### config.mk
export PLATFORM = sky130hd
export DESIGN_NAME = sel_loader
export DESIGN_NICKNAME = d
export VERILOG_FILES = /design/src/sel_pkg.sv /design/src/sel_loader.sv
export SDC_FILE = /design/constraint.sdc
export NUM_CORES = 2
export LEC_CHECK = 0
export BUFFER_PORTS_ARGS = -buffer_cell sky130_fd_sc_hd__buf_2
export CAP_MARGIN = 20
export CORE_MARGIN = 3
export CORE_UTILIZATION = 55
export CTS_CLUSTER_DIAMETER = 200
export DETAILED_ROUTE_END_ITERATION = 10
export PLACE_DENSITY = 0.71
export REMOVE_ABC_BUFFERS = 1
export SETUP_SLACK_MARGIN = 0.1
export SYNTH_ARGS = -nofsm -noshare
export SYNTH_HDL_FRONTEND = slang
export SYNTH_SLANG_ARGS = --single-unit
### constraint.sdc
create_clock -name aclk -period 3.7 [get_ports aclk]
set_clock_uncertainty 0.05 [all_clocks]
set_input_delay 0.74 -clock aclk [delete_from_list [all_inputs] [get_ports aclk]]
set_output_delay 0.74 -clock aclk [all_outputs]
set_load 0.02 [all_outputs]
### src/sel_pkg.sv
// Package for the serial EEPROM configuration loader: constants, types and helpers
package sel_pkg;

	// ------------------------------------------------------------
	// Timing
	// ------------------------------------------------------------
	localparam int CLK_HZ  = 10_000_000;
	localparam int SLOW_HZ = 100_000;
	localparam int FAST_HZ = 400_000;
	// Quarter-bit lengths in core cycles, rounded up so the bus never runs too fast
	localparam logic [7:0] PRE_SLOW = 8'((CLK_HZ + 4 * SLOW_HZ - 1) / (4 * SLOW_HZ));
	localparam logic [7:0] PRE_FAST = 8'((CLK_HZ + 4 * FAST_HZ - 1) / (4 * FAST_HZ));

	// ------------------------------------------------------------
	// Register map and fields
	// ------------------------------------------------------------
	localparam logic [7:0] OFS_CTRL  = 8'h00;
	localparam logic [7:0] OFS_STAT  = 8'h04;
	localparam logic [7:0] OFS_SWITCH_CONTROL_REG = 8'h08;
	localparam int CTRL_IGN_BIT  = 8;
	localparam int SWITCH_CONTROL_REG_HALT_BIT = 0;
	localparam logic [1:0] RS_NONE  = 2'h0;
	localparam logic [1:0] RS_CTRL  = 2'h1;
	localparam logic [1:0] RS_STAT  = 2'h2;
	localparam logic [1:0] RS_SWITCH_CONTROL_REG = 2'h3;
	localparam logic [1:0] RESP_OKAY   = 2'h0;
	localparam logic [1:0] RESP_SLVERR = 2'h2;

	// ------------------------------------------------------------
	// Image format
	// ------------------------------------------------------------
	localparam logic [2:0]  DEV_FIXED  = 3'h5;
	localparam logic [1:0]  BT_SINGLE  = 2'h0;
	localparam logic [1:0]  BT_SEQ     = 2'h1;
	localparam logic [1:0]  BT_BAD     = 2'h2;
	localparam logic [1:0]  BT_DONE    = 2'h3;
	localparam logic [7:0]  SUM_OK     = 8'hFF;
	localparam logic [7:0]  BLANK_VAL  = 8'hFF;
	localparam logic [8:0]  BLANK_SPAN = 9'h100;
	localparam logic [15:0] PTR_LAST   = 16'hFFFF;

	// ------------------------------------------------------------
	// Types
	// ------------------------------------------------------------
	typedef struct packed {
		logic [17:0] addr;
		logic [31:0] data;
	} sel_wr_t;

	typedef struct packed {
		logic unmapped;
		logic blank;
		logic rollover;
		logic csum;
		logic framing;
		logic nack;
		logic finished;
	} sel_stat_t;

	typedef enum logic [1:0] {
		B_IDLE  = 2'b00,
		B_START = 2'b01,
		B_BIT   = 2'b10,
		B_STOP  = 2'b11
	} sel_bst_t;

	typedef enum logic [3:0] {
		L_STRAP = 4'b0000,
		L_ST1   = 4'b0001,
		L_DW    = 4'b0010,
		L_AH    = 4'b0011,
		L_AL    = 4'b0100,
		L_ST2   = 4'b0101,
		L_DR    = 4'b0110,
		L_RD    = 4'b0111,
		L_SP    = 4'b1000,
		L_FIN   = 4'b1001
	} sel_lst_t;

	typedef enum logic [2:0] {
		P_TYPE = 3'b000,
		P_A0   = 3'b001,
		P_A1   = 3'b010,
		P_C0   = 3'b011,
		P_C1   = 3'b100,
		P_D    = 3'b101,
		P_CS   = 3'b110
	} sel_pst_t;

	// Bus address byte of the EEPROM with the direction bit below
	function automatic logic [7:0] sel_dev_byte(input logic [3:0] straps, input logic rd);
		sel_dev_byte = {DEV_FIXED, straps, rd};
	endfunction

	// Which register a bus address selects
	function automatic logic [1:0] sel_reg_sel(input logic [7:0] a);
		logic [7:0] w;
		w = {a[7:2], 2'b00};
		if (w == OFS_CTRL)
			sel_reg_sel = RS_CTRL;
		else if (w == OFS_STAT)
			sel_reg_sel = RS_STAT;
		else if (w == OFS_SWITCH_CONTROL_REG)
			sel_reg_sel = RS_SWITCH_CONTROL_REG;
		else
			sel_reg_sel = RS_NONE;
	endfunction

endpackage

### src/sel_loader.sv
// Serial EEPROM configuration loader with its write FIFO and register slave
`timescale 1ns/1ps

// ------------------------------------------------------------
// Write FIFO with a registered head
// ------------------------------------------------------------
module sel_fifo #(
	parameter int W     = 50,
	parameter int DEPTH = 32
) (
	input  wire logic         aclk,
	input  wire logic         aresetn,
	input  wire logic         in_valid,
	output logic              in_ready,
	input  wire logic [W-1:0] in_data,
	output logic              out_valid,
	input  wire logic         out_ready,
	output logic [W-1:0]      out_data
);
	localparam int AW = $clog2(DEPTH);
	typedef struct packed {
		logic [DEPTH-1:0][W-1:0] mem;
		logic [AW-1:0]           wp;
		logic [AW-1:0]           rp;
		logic [AW:0]             cnt;
		logic                    ov;
		logic [W-1:0]            od;
	} sel_fifo_st_t;
	sel_fifo_st_t q, d;
	logic push, load;

	assign in_ready  = (q.cnt != (AW+1)'(DEPTH));
	assign out_valid = q.ov;
	assign out_data  = q.od;

	// Head register refills whenever it is empty or being taken
	always_comb begin
		d    = q;
		push = in_valid && in_ready;
		load = (!q.ov || out_ready) && (q.cnt != '0);
		if (q.ov && out_ready)
			d.ov = 1'b0;
		if (load) begin
			d.od = q.mem[q.rp];
			d.ov = 1'b1;
			d.rp = q.rp + 1'b1;
		end
		if (push) begin
			d.mem[q.wp] = in_data;
			d.wp        = q.wp + 1'b1;
		end
		d.cnt = q.cnt + (AW+1)'(push) - (AW+1)'(load);
	end

	always_ff @(posedge aclk) begin
		if (!aresetn)
			q <= '0;
		else
			q <= d;
	end
endmodule

module sel_loader
	import sel_pkg::*;
#(
	parameter logic [15:0] EE_MODES   = 16'h0002,
	parameter logic [15:0] MAP_DWORDS = 16'h4000,
	parameter int          FIFO_DEPTH = 32
) (
	input  wire logic         aclk,
	input  wire logic         aresetn,
	input  wire logic [7:0]   s_axi_awaddr,
	input  wire logic         s_axi_awvalid,
	output logic              s_axi_awready,
	input  wire logic [31:0]  s_axi_wdata,
	input  wire logic [3:0]   s_axi_wstrb,
	input  wire logic         s_axi_wvalid,
	output logic              s_axi_wready,
	output logic [1:0]        s_axi_bresp,
	output logic              s_axi_bvalid,
	input  wire logic         s_axi_bready,
	input  wire logic [7:0]   s_axi_araddr,
	input  wire logic         s_axi_arvalid,
	output logic              s_axi_arready,
	output logic [31:0]       s_axi_rdata,
	output logic [1:0]        s_axi_rresp,
	output logic              s_axi_rvalid,
	input  wire logic         s_axi_rready,
	input  wire logic         slow_bus_strap,
	input  wire logic [3:0]   switch_mode_strap,
	input  wire logic [3:0]   eeprom_addr_straps,
	input  wire logic         scl_i,
	output logic              scl_o,
	output logic              scl_oe,
	input  wire logic         sda_i,
	output logic              sda_o,
	output logic              sda_oe,
	output sel_pkg::sel_wr_t  cfg_wr,
	output logic              cfg_wr_valid,
	input  wire logic         cfg_wr_ready,
	output logic              init_hold,
	output logic              halt_after_reset_bit
);
	import sel_pkg::*;

	// ------------------------------------------------------------
	// State
	// ------------------------------------------------------------
	typedef struct packed {
		logic [1:0]  slow_s;
		logic [3:0]  mode_s1;
		logic [3:0]  mode_s2;
		logic [3:0]  addr_s1;
		logic [3:0]  addr_s2;
		logic [1:0]  sda_s;
		logic [1:0]  scl_s;
		logic [1:0]  settle;
		logic        pre_done;
		logic [7:0]  tcnt;
		sel_bst_t    bst;
		logic [1:0]  qph;
		logic [3:0]  bitn;
		logic [8:0]  sh;
		logic        sda_prev;
		logic        scl_oe;
		logic        sda_oe;
		sel_lst_t    lst;
		sel_pst_t    pst;
		logic        iss;
		logic        dummy;
		logic        probe;
		logic        single;
		logic        allff;
		logic [15:0] ptr;
		logic [15:0] addr;
		logic [15:0] cnt;
		logic [7:0]  sum;
		logic [8:0]  idx;
		logic [31:0] data;
		logic [1:0]  didx;
		logic [7:0]  ctl_pre;
		logic        ign;
		sel_stat_t   stat;
		sel_stat_t   err;
		logic        halt;
		logic        herr;
		logic        init_hold;
		logic [7:0]  awaddr;
		logic [31:0] wdata;
		logic [3:0]  wstrb;
		logic        aw_got;
		logic        w_got;
		logic        awready;
		logic        wready;
		logic        bvalid;
		logic [1:0]  bresp;
		logic        arready;
		logic        rvalid;
		logic [31:0] rdata;
		logic [1:0]  rresp;
	} sel_state_t;

	sel_state_t q, d;
	logic       tick, eng_done, eng_nack, eng_frm, fifo_rdy, push_v, fin, ab;
	sel_bst_t   c_kind;
	logic [8:0] c_tx;
	logic [7:0] b;
	logic [7:0] sum_n;
	logic       allff_n;
	sel_wr_t    push_d;

	// ------------------------------------------------------------
	// Outputs
	// ------------------------------------------------------------
	assign s_axi_awready        = q.awready;
	assign s_axi_wready         = q.wready;
	assign s_axi_bresp          = q.bresp;
	assign s_axi_bvalid         = q.bvalid;
	assign s_axi_arready        = q.arready;
	assign s_axi_rdata          = q.rdata;
	assign s_axi_rresp          = q.rresp;
	assign s_axi_rvalid         = q.rvalid;
	assign scl_o                = 1'b0;     // Open drain: only ever pulls low
	assign sda_o                = 1'b0;
	assign scl_oe               = q.scl_oe;
	assign sda_oe               = q.sda_oe;
	assign init_hold            = q.init_hold;
	assign halt_after_reset_bit = q.halt;

	// Register writes queue here so a slow target throttles the EEPROM reads
	sel_fifo #(.W($bits(sel_wr_t)), .DEPTH(FIFO_DEPTH)) u_fifo (
		.aclk      (aclk),
		.aresetn   (aresetn),
		.in_valid  (push_v),
		.in_ready  (fifo_rdy),
		.in_data   (push_d),
		.out_valid (cfg_wr_valid),
		.out_ready (cfg_wr_ready),
		.out_data  (cfg_wr)
	);

	// ------------------------------------------------------------
	// Next-state logic
	// ------------------------------------------------------------
	always_comb begin
		d        = q;
		eng_done = 1'b0;
		eng_nack = 1'b0;
		eng_frm  = 1'b0;
		push_v   = 1'b0;
		push_d   = '0;
		fin      = 1'b0;
		ab       = 1'b0;
		b        = q.sh[8:1];
		sum_n    = q.sum + b;
		allff_n  = q.allff && (b == BLANK_VAL);

		// Pin synchronisers
		d.slow_s  = {q.slow_s[0], slow_bus_strap};
		d.mode_s1 = switch_mode_strap;
		d.mode_s2 = q.mode_s1;
		d.addr_s1 = eeprom_addr_straps;
		d.addr_s2 = q.addr_s1;
		d.sda_s   = {q.sda_s[0], sda_i};
		d.scl_s   = {q.scl_s[0], scl_i};

		// Quarter-bit divider
		tick   = (q.tcnt == 8'h00);
		d.tcnt = tick ? q.ctl_pre - 8'h01 : q.tcnt - 8'h01;

		// Bit engine: each tick does the action of the current quarter
		if (tick && q.bst != B_IDLE) begin
			d.qph = q.qph + 2'h1;
			case (q.bst)
				B_START: begin
					case (q.qph)
						2'h0: d.sda_oe = 1'b0;
						2'h1: d.scl_oe = 1'b0;
						2'h2: d.sda_oe = 1'b1;
						default: begin
							d.scl_oe = 1'b1;
							d.bst    = B_IDLE;
							eng_done = 1'b1;
						end
					endcase
				end
				B_BIT: begin
					case (q.qph)
						2'h0: d.sda_oe = !q.sh[8];
						2'h1: d.scl_oe = 1'b0;
						2'h2: begin
							// Wait out a slave that stretches the clock
							if (q.scl_s[1]) begin
								d.sh       = {q.sh[7:0], q.sda_s[1]};
								d.sda_prev = q.sda_s[1];
							end else begin
								d.qph = q.qph;
							end
						end
						default: begin
							d.scl_oe = 1'b1;
							d.bitn   = q.bitn + 4'h1;
							// data moving under a high clock
							if (q.sda_s[1] != q.sda_prev) begin
								eng_frm  = 1'b1;
								eng_done = 1'b1;
								d.bst    = B_IDLE;
							end else if (q.bitn == 4'h8) begin
								eng_done = 1'b1;
								eng_nack = q.sh[0];
								d.bst    = B_IDLE;
							end
						end
					endcase
				end
				B_STOP: begin
					case (q.qph)
						2'h0: d.sda_oe = 1'b1;
						2'h1: d.scl_oe = 1'b0;
						2'h2: d.sda_oe = 1'b0;
						default: begin
							d.bst    = B_IDLE;
							eng_done = 1'b1;
						end
					endcase
				end
				default: d.bst = B_IDLE;
			endcase
		end

		// Register slave: software effects first so that hardware sets win
		if (q.awready && s_axi_awvalid) begin
			d.aw_got = 1'b1;
			d.awaddr = s_axi_awaddr;
		end
		if (q.wready && s_axi_wvalid) begin
			d.w_got = 1'b1;
			d.wdata = s_axi_wdata;
			d.wstrb = s_axi_wstrb;
		end
		if (q.bvalid && s_axi_bready)
			d.bvalid = 1'b0;
		if (q.aw_got && q.w_got && !q.bvalid) begin
			d.aw_got = 1'b0;
			d.w_got  = 1'b0;
			d.bvalid = 1'b1;
			d.bresp  = RESP_OKAY;
			case (sel_reg_sel(q.awaddr))
				RS_CTRL: begin
					if (q.wstrb[0])
						d.ctl_pre = q.wdata[7:0];
					if (q.wstrb[1])
						d.ign = q.wdata[CTRL_IGN_BIT];
				end
				RS_STAT: begin
					if (q.wstrb[0])
						d.stat = q.stat & ~sel_stat_t'(q.wdata[6:0]);
				end
				RS_SWITCH_CONTROL_REG: begin
					if (q.wstrb[0])
						d.halt = q.wdata[SWITCH_CONTROL_REG_HALT_BIT];
				end
				default: d.bresp = RESP_SLVERR;
			endcase
		end
		d.awready = !d.aw_got && !d.bvalid;
		d.wready  = !d.w_got && !d.bvalid;
		if (q.rvalid && s_axi_rready) begin
			d.rvalid  = 1'b0;
			d.arready = 1'b1;
		end
		if (q.arready && s_axi_arvalid) begin
			d.arready = 1'b0;
			d.rvalid  = 1'b1;
			d.rresp   = RESP_OKAY;
			case (sel_reg_sel(s_axi_araddr))
				RS_CTRL:  d.rdata = {23'h0, q.ign, q.ctl_pre};
				RS_STAT:  d.rdata = {25'h0, q.stat};
				RS_SWITCH_CONTROL_REG: d.rdata = {31'h0, q.halt};
				default: begin
					d.rdata = 32'h0000_0000;
					d.rresp = RESP_SLVERR;
				end
			endcase
		end

		// command each loader step hands to the bit engine
		c_kind = B_IDLE;
		c_tx   = 9'h1FF;
		case (q.lst)
			L_ST1, L_ST2: c_kind = B_START;
			L_SP:         c_kind = B_STOP;
			L_AH, L_AL: begin
				c_kind = B_BIT;
				c_tx   = 9'h001;
			end
			L_DW, L_DR: begin
				c_kind = B_BIT;
				// fixed high bits and address straps
				c_tx   = {sel_dev_byte(q.addr_s2, q.lst == L_DR), 1'b1};
			end
			L_RD: begin
				c_kind = B_BIT;
				// NACK the byte known to be the last one
				c_tx[0] = q.dummy || (q.ptr == PTR_LAST) ||
					(q.pst == P_CS && !q.allff && !q.probe);
			end
			default: c_kind = B_IDLE;
		endcase
		if (!q.iss && q.bst == B_IDLE && c_kind != B_IDLE && (q.lst != L_RD || fifo_rdy)) begin
			d.iss  = 1'b1;
			d.bst  = c_kind;
			d.qph  = 2'h0;
			d.bitn = 4'h0;
			d.sh   = c_tx;
		end

		// Loader sequence
		case (q.lst)
			L_STRAP: begin
				d.settle = q.settle + 2'h1;
				if (q.settle == 2'h3) begin
					d.pre_done = 1'b1;
					// bus rate from the slow-mode strap
					d.ctl_pre  = q.slow_s[1] ? PRE_SLOW : PRE_FAST;
					d.allff    = 1'b1;
					// skip the load in other modes
					if (EE_MODES[q.mode_s2]) begin
						d.lst = L_ST1;
					end else begin
						d.lst            = L_FIN;
						d.stat.finished  = 1'b1;
						d.init_hold      = 1'b0;
					end
				end
			end
			L_FIN: d.lst = L_FIN;
			default: begin
				if (q.iss && eng_done) begin
					d.iss = 1'b0;
					case (q.lst)
						L_ST1: d.lst = L_DW;
						L_ST2: d.lst = L_DR;
						L_DW, L_AH, L_AL, L_DR: begin
							if (eng_nack) begin
								d.err.nack = 1'b1;
								d.herr     = 1'b1;
								d.lst      = L_SP;
							end else begin
								d.lst = sel_lst_t'(q.lst + 4'h1);
							end
						end
						L_RD: begin
							if (q.dummy) begin
								fin = 1'b1;
							end else begin
								// walk the image byte by byte
								d.sum   = sum_n;
								d.ptr   = q.ptr + 16'h0001;
								d.allff = allff_n;
								if (q.idx != BLANK_SPAN)
									d.idx = q.idx + 9'h001;
								if (q.probe) begin
									if (b != BLANK_VAL) begin
										ab         = 1'b1;
										d.err.csum = !q.ign;
										d.herr     = !q.ign;
									end else if (q.idx == BLANK_SPAN - 9'h001) begin
										ab          = 1'b1;
										d.err.blank = 1'b1;
									end
								end else begin
									case (q.pst)
										P_TYPE: begin
											d.single = (b[7:6] == BT_SINGLE);
											d.didx   = 2'h0;
											case (b[7:6])
												BT_SINGLE, BT_SEQ: d.pst = P_A0;
												BT_DONE: d.pst = P_CS;
												default: begin
													ab         = 1'b1;
													d.err.csum = 1'b1;
													d.herr     = 1'b1;
												end
											endcase
										end
										P_A0: begin
											d.addr[7:0] = b;
											d.pst       = P_A1;
										end
										P_A1: begin
											d.addr[15:8] = b;
											d.pst        = q.single ? P_D : P_C0;
										end
										P_C0: begin
											d.cnt[7:0] = b;
											d.pst      = P_C1;
										end
										P_C1: begin
											d.cnt[15:8] = b;
											d.pst       = ({b, q.cnt[7:0]} == 16'h0000) ? P_TYPE : P_D;
										end
										P_D: begin
											// data bytes arrive least significant first
											d.data = {b, q.data[31:8]};
											d.didx = q.didx + 2'h1;
											if (q.didx == 2'h3) begin
												push_d.addr = {q.addr, 2'b00};
												push_d.data = {b, q.data[31:8]};
												if (q.addr < MAP_DWORDS)
													push_v = 1'b1;
												else
													d.err.unmapped = 1'b1;
												d.addr = q.addr + 16'h0001;
												d.cnt  = q.cnt - 16'h0001;
												if (q.single || q.cnt == 16'h0001)
													d.pst = P_TYPE;
											end
										end
										P_CS: begin
											// total including checksum must be all ones
											if (allff_n && q.idx != BLANK_SPAN - 9'h001) begin
												d.probe = 1'b1;
											end else begin
												d.err.csum = (sum_n != SUM_OK) && !q.ign;
												d.herr     = (sum_n != SUM_OK) && !q.ign;
												if (q.allff)
													ab = 1'b1;
												else
													fin = 1'b1;
											end
										end
										default: d.pst = P_TYPE;
									endcase
								end
								// the next read would wrap to zero
								if (!fin && q.ptr == PTR_LAST) begin
									d.err.rollover = 1'b1;
									d.herr         = 1'b1;
									fin            = 1'b1;
									ab             = 1'b0;
								end
							end
							// An aborted read still owes the slave a NACK
							if (fin)
								d.lst = L_SP;
							else if (ab)
								d.dummy = 1'b1;
						end
						L_SP: begin
							d.lst           = L_FIN;
							d.stat          = d.stat | q.err;
							d.stat.finished = 1'b1;
							d.halt          = d.halt | q.herr;
							d.init_hold     = 1'b0;
						end
						default: d.lst = L_FIN;
					endcase
					// misplaced START or STOP on the bus
					if (eng_frm && q.lst != L_SP) begin
						d.err.framing = 1'b1;
						d.herr        = 1'b1;
						d.lst         = L_SP;
					end
				end
			end
		endcase
	end

	always_ff @(posedge aclk) begin
		if (!aresetn) begin
			q           <= '0;
			q.init_hold <= 1'b1;
			q.awready   <= 1'b1;
			q.wready    <= 1'b1;
			q.arready   <= 1'b1;
		end else begin
			q <= d;
		end
	end
endmodule

Yosys cells after proc, flatten, opt, wreduce, memory -nomap -nowiden
Memories as Yosys holds them, arrays and structs flattened. A register that Yosys moved wholly into a read port is not among the register bits.
Index checks and enable logic that the tools add are counted.
{"block": "word_totals", "elab_cells": 513, "inputBits": 71, "output_inout_bits": 98, "mem_count": 1, "romBits": 16, "regBits": 1917}
{"block": "classes", "n_reduce_logical": 114, "magnitude_cmp": 5, "mux": 192, "n_bitwise": 14, "addsub": 16, "n_eq_ne": 71}
{"name": "(name not given)", "words": 16, "width": 1, "read_ports": 1, "rd_clocked_by_memory_dff": 1, "wr": 0, "line": "sel_loader.sv:388", "source": "if (EE_MODES[q.mode_s2]) begin"}
{"op": "$bwmux W1600", "count": 1}
{"op": "$mux W50", "count": 9}
{"op": "$bmux W50 S5", "count": 1}
{"op": "$demux W50 S5", "count": 1}
{"op": "$mux W111", "count": 1}
{"op": "$mux W103", "count": 1}
{"op": "$mux W102", "count": 1}
{"op": "$mux W32", "count": 3}
{"op": "$mux W1", "count": 90}
{"op": "$pmux W8 S2", "count": 5}
{"op": "$mux W51", "count": 1}
{"op": "$mux W2", "count": 20}
{"op": "$mux W4", "count": 10}
{"op": "$mux W36", "count": 1}
{"op": "$reduce_and A7 Y1", "count": 5}
{"op": "$mux W34", "count": 1}
{"op": "$add A16 B1 Y16 const B", "count": 2}
{"op": "$mux W16", "count": 2}
{"op": "$mux W8", "count": 4}
{"op": "$reduce_bool A2 Y1", "count": 16}
{"op": "$reduce_and A5 Y1", "count": 6}
{"op": "$mux W3", "count": 9}
{"op": "$pmux W9 S3", "count": 1}
{"op": "$logic_and A1 B1 Y1", "count": 25}
{"op": "82 further kinds", "count": 196}

Depth between registers and ports, before layout
{"block": "depth", "depth_word": 22, "mapped_depth": 17, "ltp_nobuf": 15}

Cells and area by module
From an unflattened synthesis, not the netlist that was laid out.
{"block": "hier_totals", "cells_unflattened": 9939, "area_unflattened_um2": 81025.2}
{"module": "sel_fifo", "cells_per_inst": 8544, "area_each_um2": 70299.9, "seq_area_each_um2": 33372.0, "instances": 1}
{"module": "sel_loader", "cells_per_inst": 1395, "area_each_um2": 10725.3, "seq_area_each_um2": 4244.1, "instances": 1}

Least setup slack after synthesis
Ideal clock, no wire load.
{"block": "synth_path", "path_type": "input to register", "from": "input port cfg_wr_ready", "to": "register u_fifo.q[55] (netlist bit)", "setup_time_ns": 0.128, "cell_stages": 15, "setup_slack_ns": 0.627, "n_path_buf": 2, "t_arrival_ns": 2.896, "required_ns": 3.522, "path_cell_list": "nand2b_1 -> nor2b_1 -> clkbuf_1 -> clkbuf_1 -> ha_1 -> inv_1 -> ha_1 -> inv_1 -> fa_1 -> inv_1 -> a21oi_1 -> nor2_1 -> nor2_1 -> xor2_1 -> nor2_1"}
{"block": "synth_between", "elab_chain_len": 3}
{"element": "from (decl)", "line": "sel_loader.sv:100", "source": "input wire logic cfg_wr_ready,"}
{"element": "$logic_or A1 B1 Y1", "line": "sel_loader.sv:40", "source": "load = (!q.ov || out_ready) && (q.cnt != '0);"}
{"element": "$logic_and A1 B1 Y1", "line": "sel_loader.sv:40"}
{"element": "$sub A6 B1 Y6", "line": "sel_loader.sv:52", "source": "d.cnt = q.cnt + (AW+1)'(push) - (AW+1)'(load);"}
{"element": "to (signal assigned)", "line": "sel_loader.sv:57", "source": "q <= '0;"}
{"element": "to (signal assigned)", "line": "sel_loader.sv:59", "source": "q <= d;"}
{"element": "to (decl)", "line": "sel_loader.sv:29", "source": "sel_fifo_st_t q, d;"}
Every way passes these cells.
A chain may end at the register's enable or synchronous reset.

Final worst setup path
{"block": "layout_path", "from": "register q[221] (netlist bit)", "to": "register u_fifo.q[263] (netlist bit)"}
{"block": "layout_between", "elab_chain_len": 5, "elab_cells_between_ends": 12, "cone_classes": "eq/ne (2); mux (7); reduce/logical (3)"}
{"element": "from (decl)", "line": "sel_loader.sv:163", "source": "sel_state_t q, d;"}
{"element": "$eq A4 B3 Y1", "line": "sel_loader.sv:401", "source": "case (q.lst)"}
{"element": "$mux W50 / $mux W1 (equally long branches)", "line": "sel_loader.sv:401"}
{"element": "$mux W50 / $mux W1 (equally long branches)", "line": "sel_loader.sv:399", "source": "if (q.iss && eng_done) begin"}
{"element": "$mux W50 / $mux W1 (equally long branches)", "line": "sel_loader.sv:379", "source": "case (q.lst)"}
{"element": "$bwmux W1600 / $logic_and A1 B1 Y1 (equally long branches)", "line": "sel_loader.sv:49, sel_loader.sv:39"}
Parallel ways exist; a longest one is shown, timed or not.

==> key figures <==
Run status
  – Status: finished clean

Min path
  – Hold WC Path Type: in2reg

Logic synthesis
  – Most frequent cell after synthesis: dfxtp_1
  – Top FF cell, synth: dfxtp_1
  – Ys async rst share: 0
  – Post-synth top cells: 1813 x dfxtp_1, 1522 x nand3_1, 1402 x o21ai_0
  – Area leader, netlist: dfxtp_1
  – #FFs+latches synth: 1813
  – Netlist cell types: 74
  – EDFF count, synth: 0
  – Top-area cell type share of the netlist area: 0.490
  – Average cell area after synthesis: 9.83 µm²
  – Dominant cells by area after synthesis: dfxtp_1 49%, mux4_2 15%, nand3_1 10%
  – Yosys warns: 0
  – Post-Syn Area: 74100 µm²
  – Sequential element share of the synthesized area: 0.490
  – Mapped Cells: 7541

Power and ir drop
  – NetSw: 12.5 mW
  – Switch share: 0.268
  – Combinational fraction of design power: 0.150
  – Worst IR Drop VDD: 0.000462 V
  – Leakage dissipation: 27.3 nW
  – Power Total: 46.4 mW
  – Power Internal: 34.0 mW
  – Pwr Density: 572 nW/µm²
  – Clk pwr share: 0.410
  – Seq pwr share: 0.440

Global routing
  – Aggregate global routing overflow: 0
  – Initial antenna violation count: 1
  – Vias in the first global route: 53500
  – Global-route wire length before repair: 309 mm
  – GRT Total Usage: 0.278
  – Largest net degree at the start of global routing: 207

Setup path
  – Arrival time at the worst endpoint: 3.94 ns
  – Critical path type: reg2reg
  – Critical path fanouts, max: 42
  – Most frequent CP cell: buf_4
  – Worst setup SP type: register
  – Critical Path RT: 4.30 ns
  – CP max-delay cell: buf_4
  – Worst path bufs/invs: 2
  – Critical path's top delay family: simple AND/OR/NAND/NOR gates
  – Slowest cell delay on critical path: 0.46 ns
  – Crit. End Element: register
  – Crit path cell chain: ha_1 -> and3b_1 -> nand2_1 -> nor4_4 -> buf_4 -> nand4_1 -> buf_4 -> nand3_1 -> o21ai_0

Place
  – Dpl hpwl: 110 mm
  – RD Place Congestion: 0.872
  – Number of port buffers: 110
  – Worst Setup Slack post-DPL: 0.468 ns

Final layout
  – P&R area growth vs syn: 9.56%
  – Share of layout cells above drive strength 1: 0.156
  – Final Net Count: 7235
  – Diode count: 0

Clock tree
  – Clock Sinks: 1813
  – Post-CTS Resized: 0
  – Clock buffer depth: 3
  – TritonCTS clock tree: built
  – Post-CTS setup repair buffer count: 0
  – Worst-Skew Late Latency: 0.80 ns
  – Clock transition at path regs: 0.06 ns
  – CTS Hold Bufs: 0
  – CTS root buffer: clkbuf_16
  – Cts bufs inserted: 180
  – Max H-tree Level: 4

STA
  – Final setup fails: 0
  – Fin. Hold Viols: 0
  – Final period util: 0.903
  – Slew Viols, Final: 0
  – Final worst path period need: 3.34 ns
  – Worst slew pin tran: 1.04 ns
  – Worst setup margin: 0.357 ns
  – Worst slew margin: 0.306
  – RSZ-0062 raised after global routing: false
  – Achievable Freq: 0.299 GHz

Floorplan
  – # rows: 134
  – Die H: 373 µm
  – Die X-Extent: 373 µm
  – Core area: 134000 µm²
  – Initial Util: 0.555
  – Die ar.: 139000 µm²
  – IO Pins: 169

Detailed routing
  – Wire per inst: 22.2 µm
  – Via count: 57400
  – Post-route ant nets: 0
  – Total Wirelength: 200 mm
  – Drt first pass iters: 8
  – Post-DR vias/cell: 6.35
  – Initial DRC Count: 6412
  – DRC: 0

Job
  – Max Cap Viol: 0
==> cell families (layout without fill, tap and decap cells) <==
| logic type | Yosys count | after routing | share of synthesized area |
|---|---|---|---|
| multiplexers | 570 | 570 | 0.158 |
| other | 1 | 29 | 0.0000506 |
| AND/OR/NAND/NOR | 2176 | 2176 | 0.149 |
| buffers and inverters | 1003 | 699 | 0.0583 |
| flip-flops | 1813 | 1813 | 0.490 |
| AO/OA/AOI/OAI | 1888 | 1888 | 0.132 |
| XOR/XNOR | 47 | 47 | 0.00555 |
| adder cells (fa/ha/maj) | 43 | 43 | 0.00746 |
==> registers in the layout (all words and copies together), names as in the netlist, named ones only <==
register,flops
u_fifo.q,1552
q,172
u_fifo.out_data,48
d,11
s_axi_rdata,9
b,8
halt_after_reset_bit,1
init_hold,1
s_axi_arready,1
s_axi_awready,1
s_axi_bresp,1
s_axi_bvalid,1
s_axi_rresp,1
s_axi_rvalid,1
s_axi_wready,1
scl_oe,1
sda_oe,1
u_fifo.out_valid,1
==> per-stage QoR <==
| step | hold WS (ns) | util | setup TNS [ns] | std cells | cell area (µm²) |
|---|---|---|---|---|---|
| CTS | 0.0424 | 0.608 | 0 | 9033 | 81200 |
| floorplan | 0.323 | - | -3397.79 | 6620 | 70100 |
| finish | 0.0960 | 0.608 | 0 | 9033 | 81200 |
| global placement | 0.332 | 0.561 | 0 | 8707 | 74900 |
| global route | 0.0737 | 0.608 | 0 | 9033 | 81200 |
| detailed placement | 0.335 | 0.561 | 0 | 8707 | 74900 |
==> final cells by class <==
type	count	area [µm²]
fillers	10800	52400
flip-flops and latches	1813	36300
multi-input cells	4753	33700
clock buffers	266	5390
repair buffers	319	2550
well taps	1768	2210
clock inverters	60	881
inverters	54	205
==> layout by cell type, fill, tap and decap left out, types with 95 or more instances in the layout <==
cell / count
dfxtp_1: 1808
nand3_1: 1522
o21ai_0: 1401
mux4_2: 480
o21ai_1: 196
clkbuf_16: 182
buf_4: 175
a21oi_1: 172
nor2_1: 164
nand2_1: 160
buf_2: 109
nand4_1: 95
==> path summary, 6_finish.rpt <==
path / from / slack, ns / endpoint / depth (start not counted)
worst max-delay path: q[221] / 0.36 / u_fifo.q[263] / 9
worst min-delay path: slow_bus_strap / 0.1 / d[276] / 2
worst max register to register: q[221] / 0.36 / u_fifo.q[263] / 9
worst min register to register: d[269] / 0.34 / register / 1
==> layer usage <==
metal  global-route usage  share of wire
met1                0.383           0.42
met2                0.449           0.47
met3               0.0461          0.081
met4               0.0928          0.029
met5                    0              0
==> worst register-to-register path: stages (launching register included) <==
cell     delay (ns)
dfxtp_1        0.38
ha_1           0.33
and3b_1        0.30
nand2_1        0.29
nor4_4         0.34
buf_4          0.37
nand4_1        0.37
buf_4          0.46
nand3_1        0.18
o21ai_0        0.13
==> power by group through the flow <==
stage / registers [mW] / logic, mW / clock network (mW)
3_5_place_dp: 20.8 / 6.99 / 0
5_1_grt: 20.5 / 7.52 / 20.0
4_1_cts: 20.4 / 7.01 / 19.3
2_1_floorplan: 21.3 / 2.60 / 0
6_report: 20.4 / 6.95 / 19.0
3_3_place_gp: 20.8 / 6.96 / 0
Power figures use the tool's default switching activity.
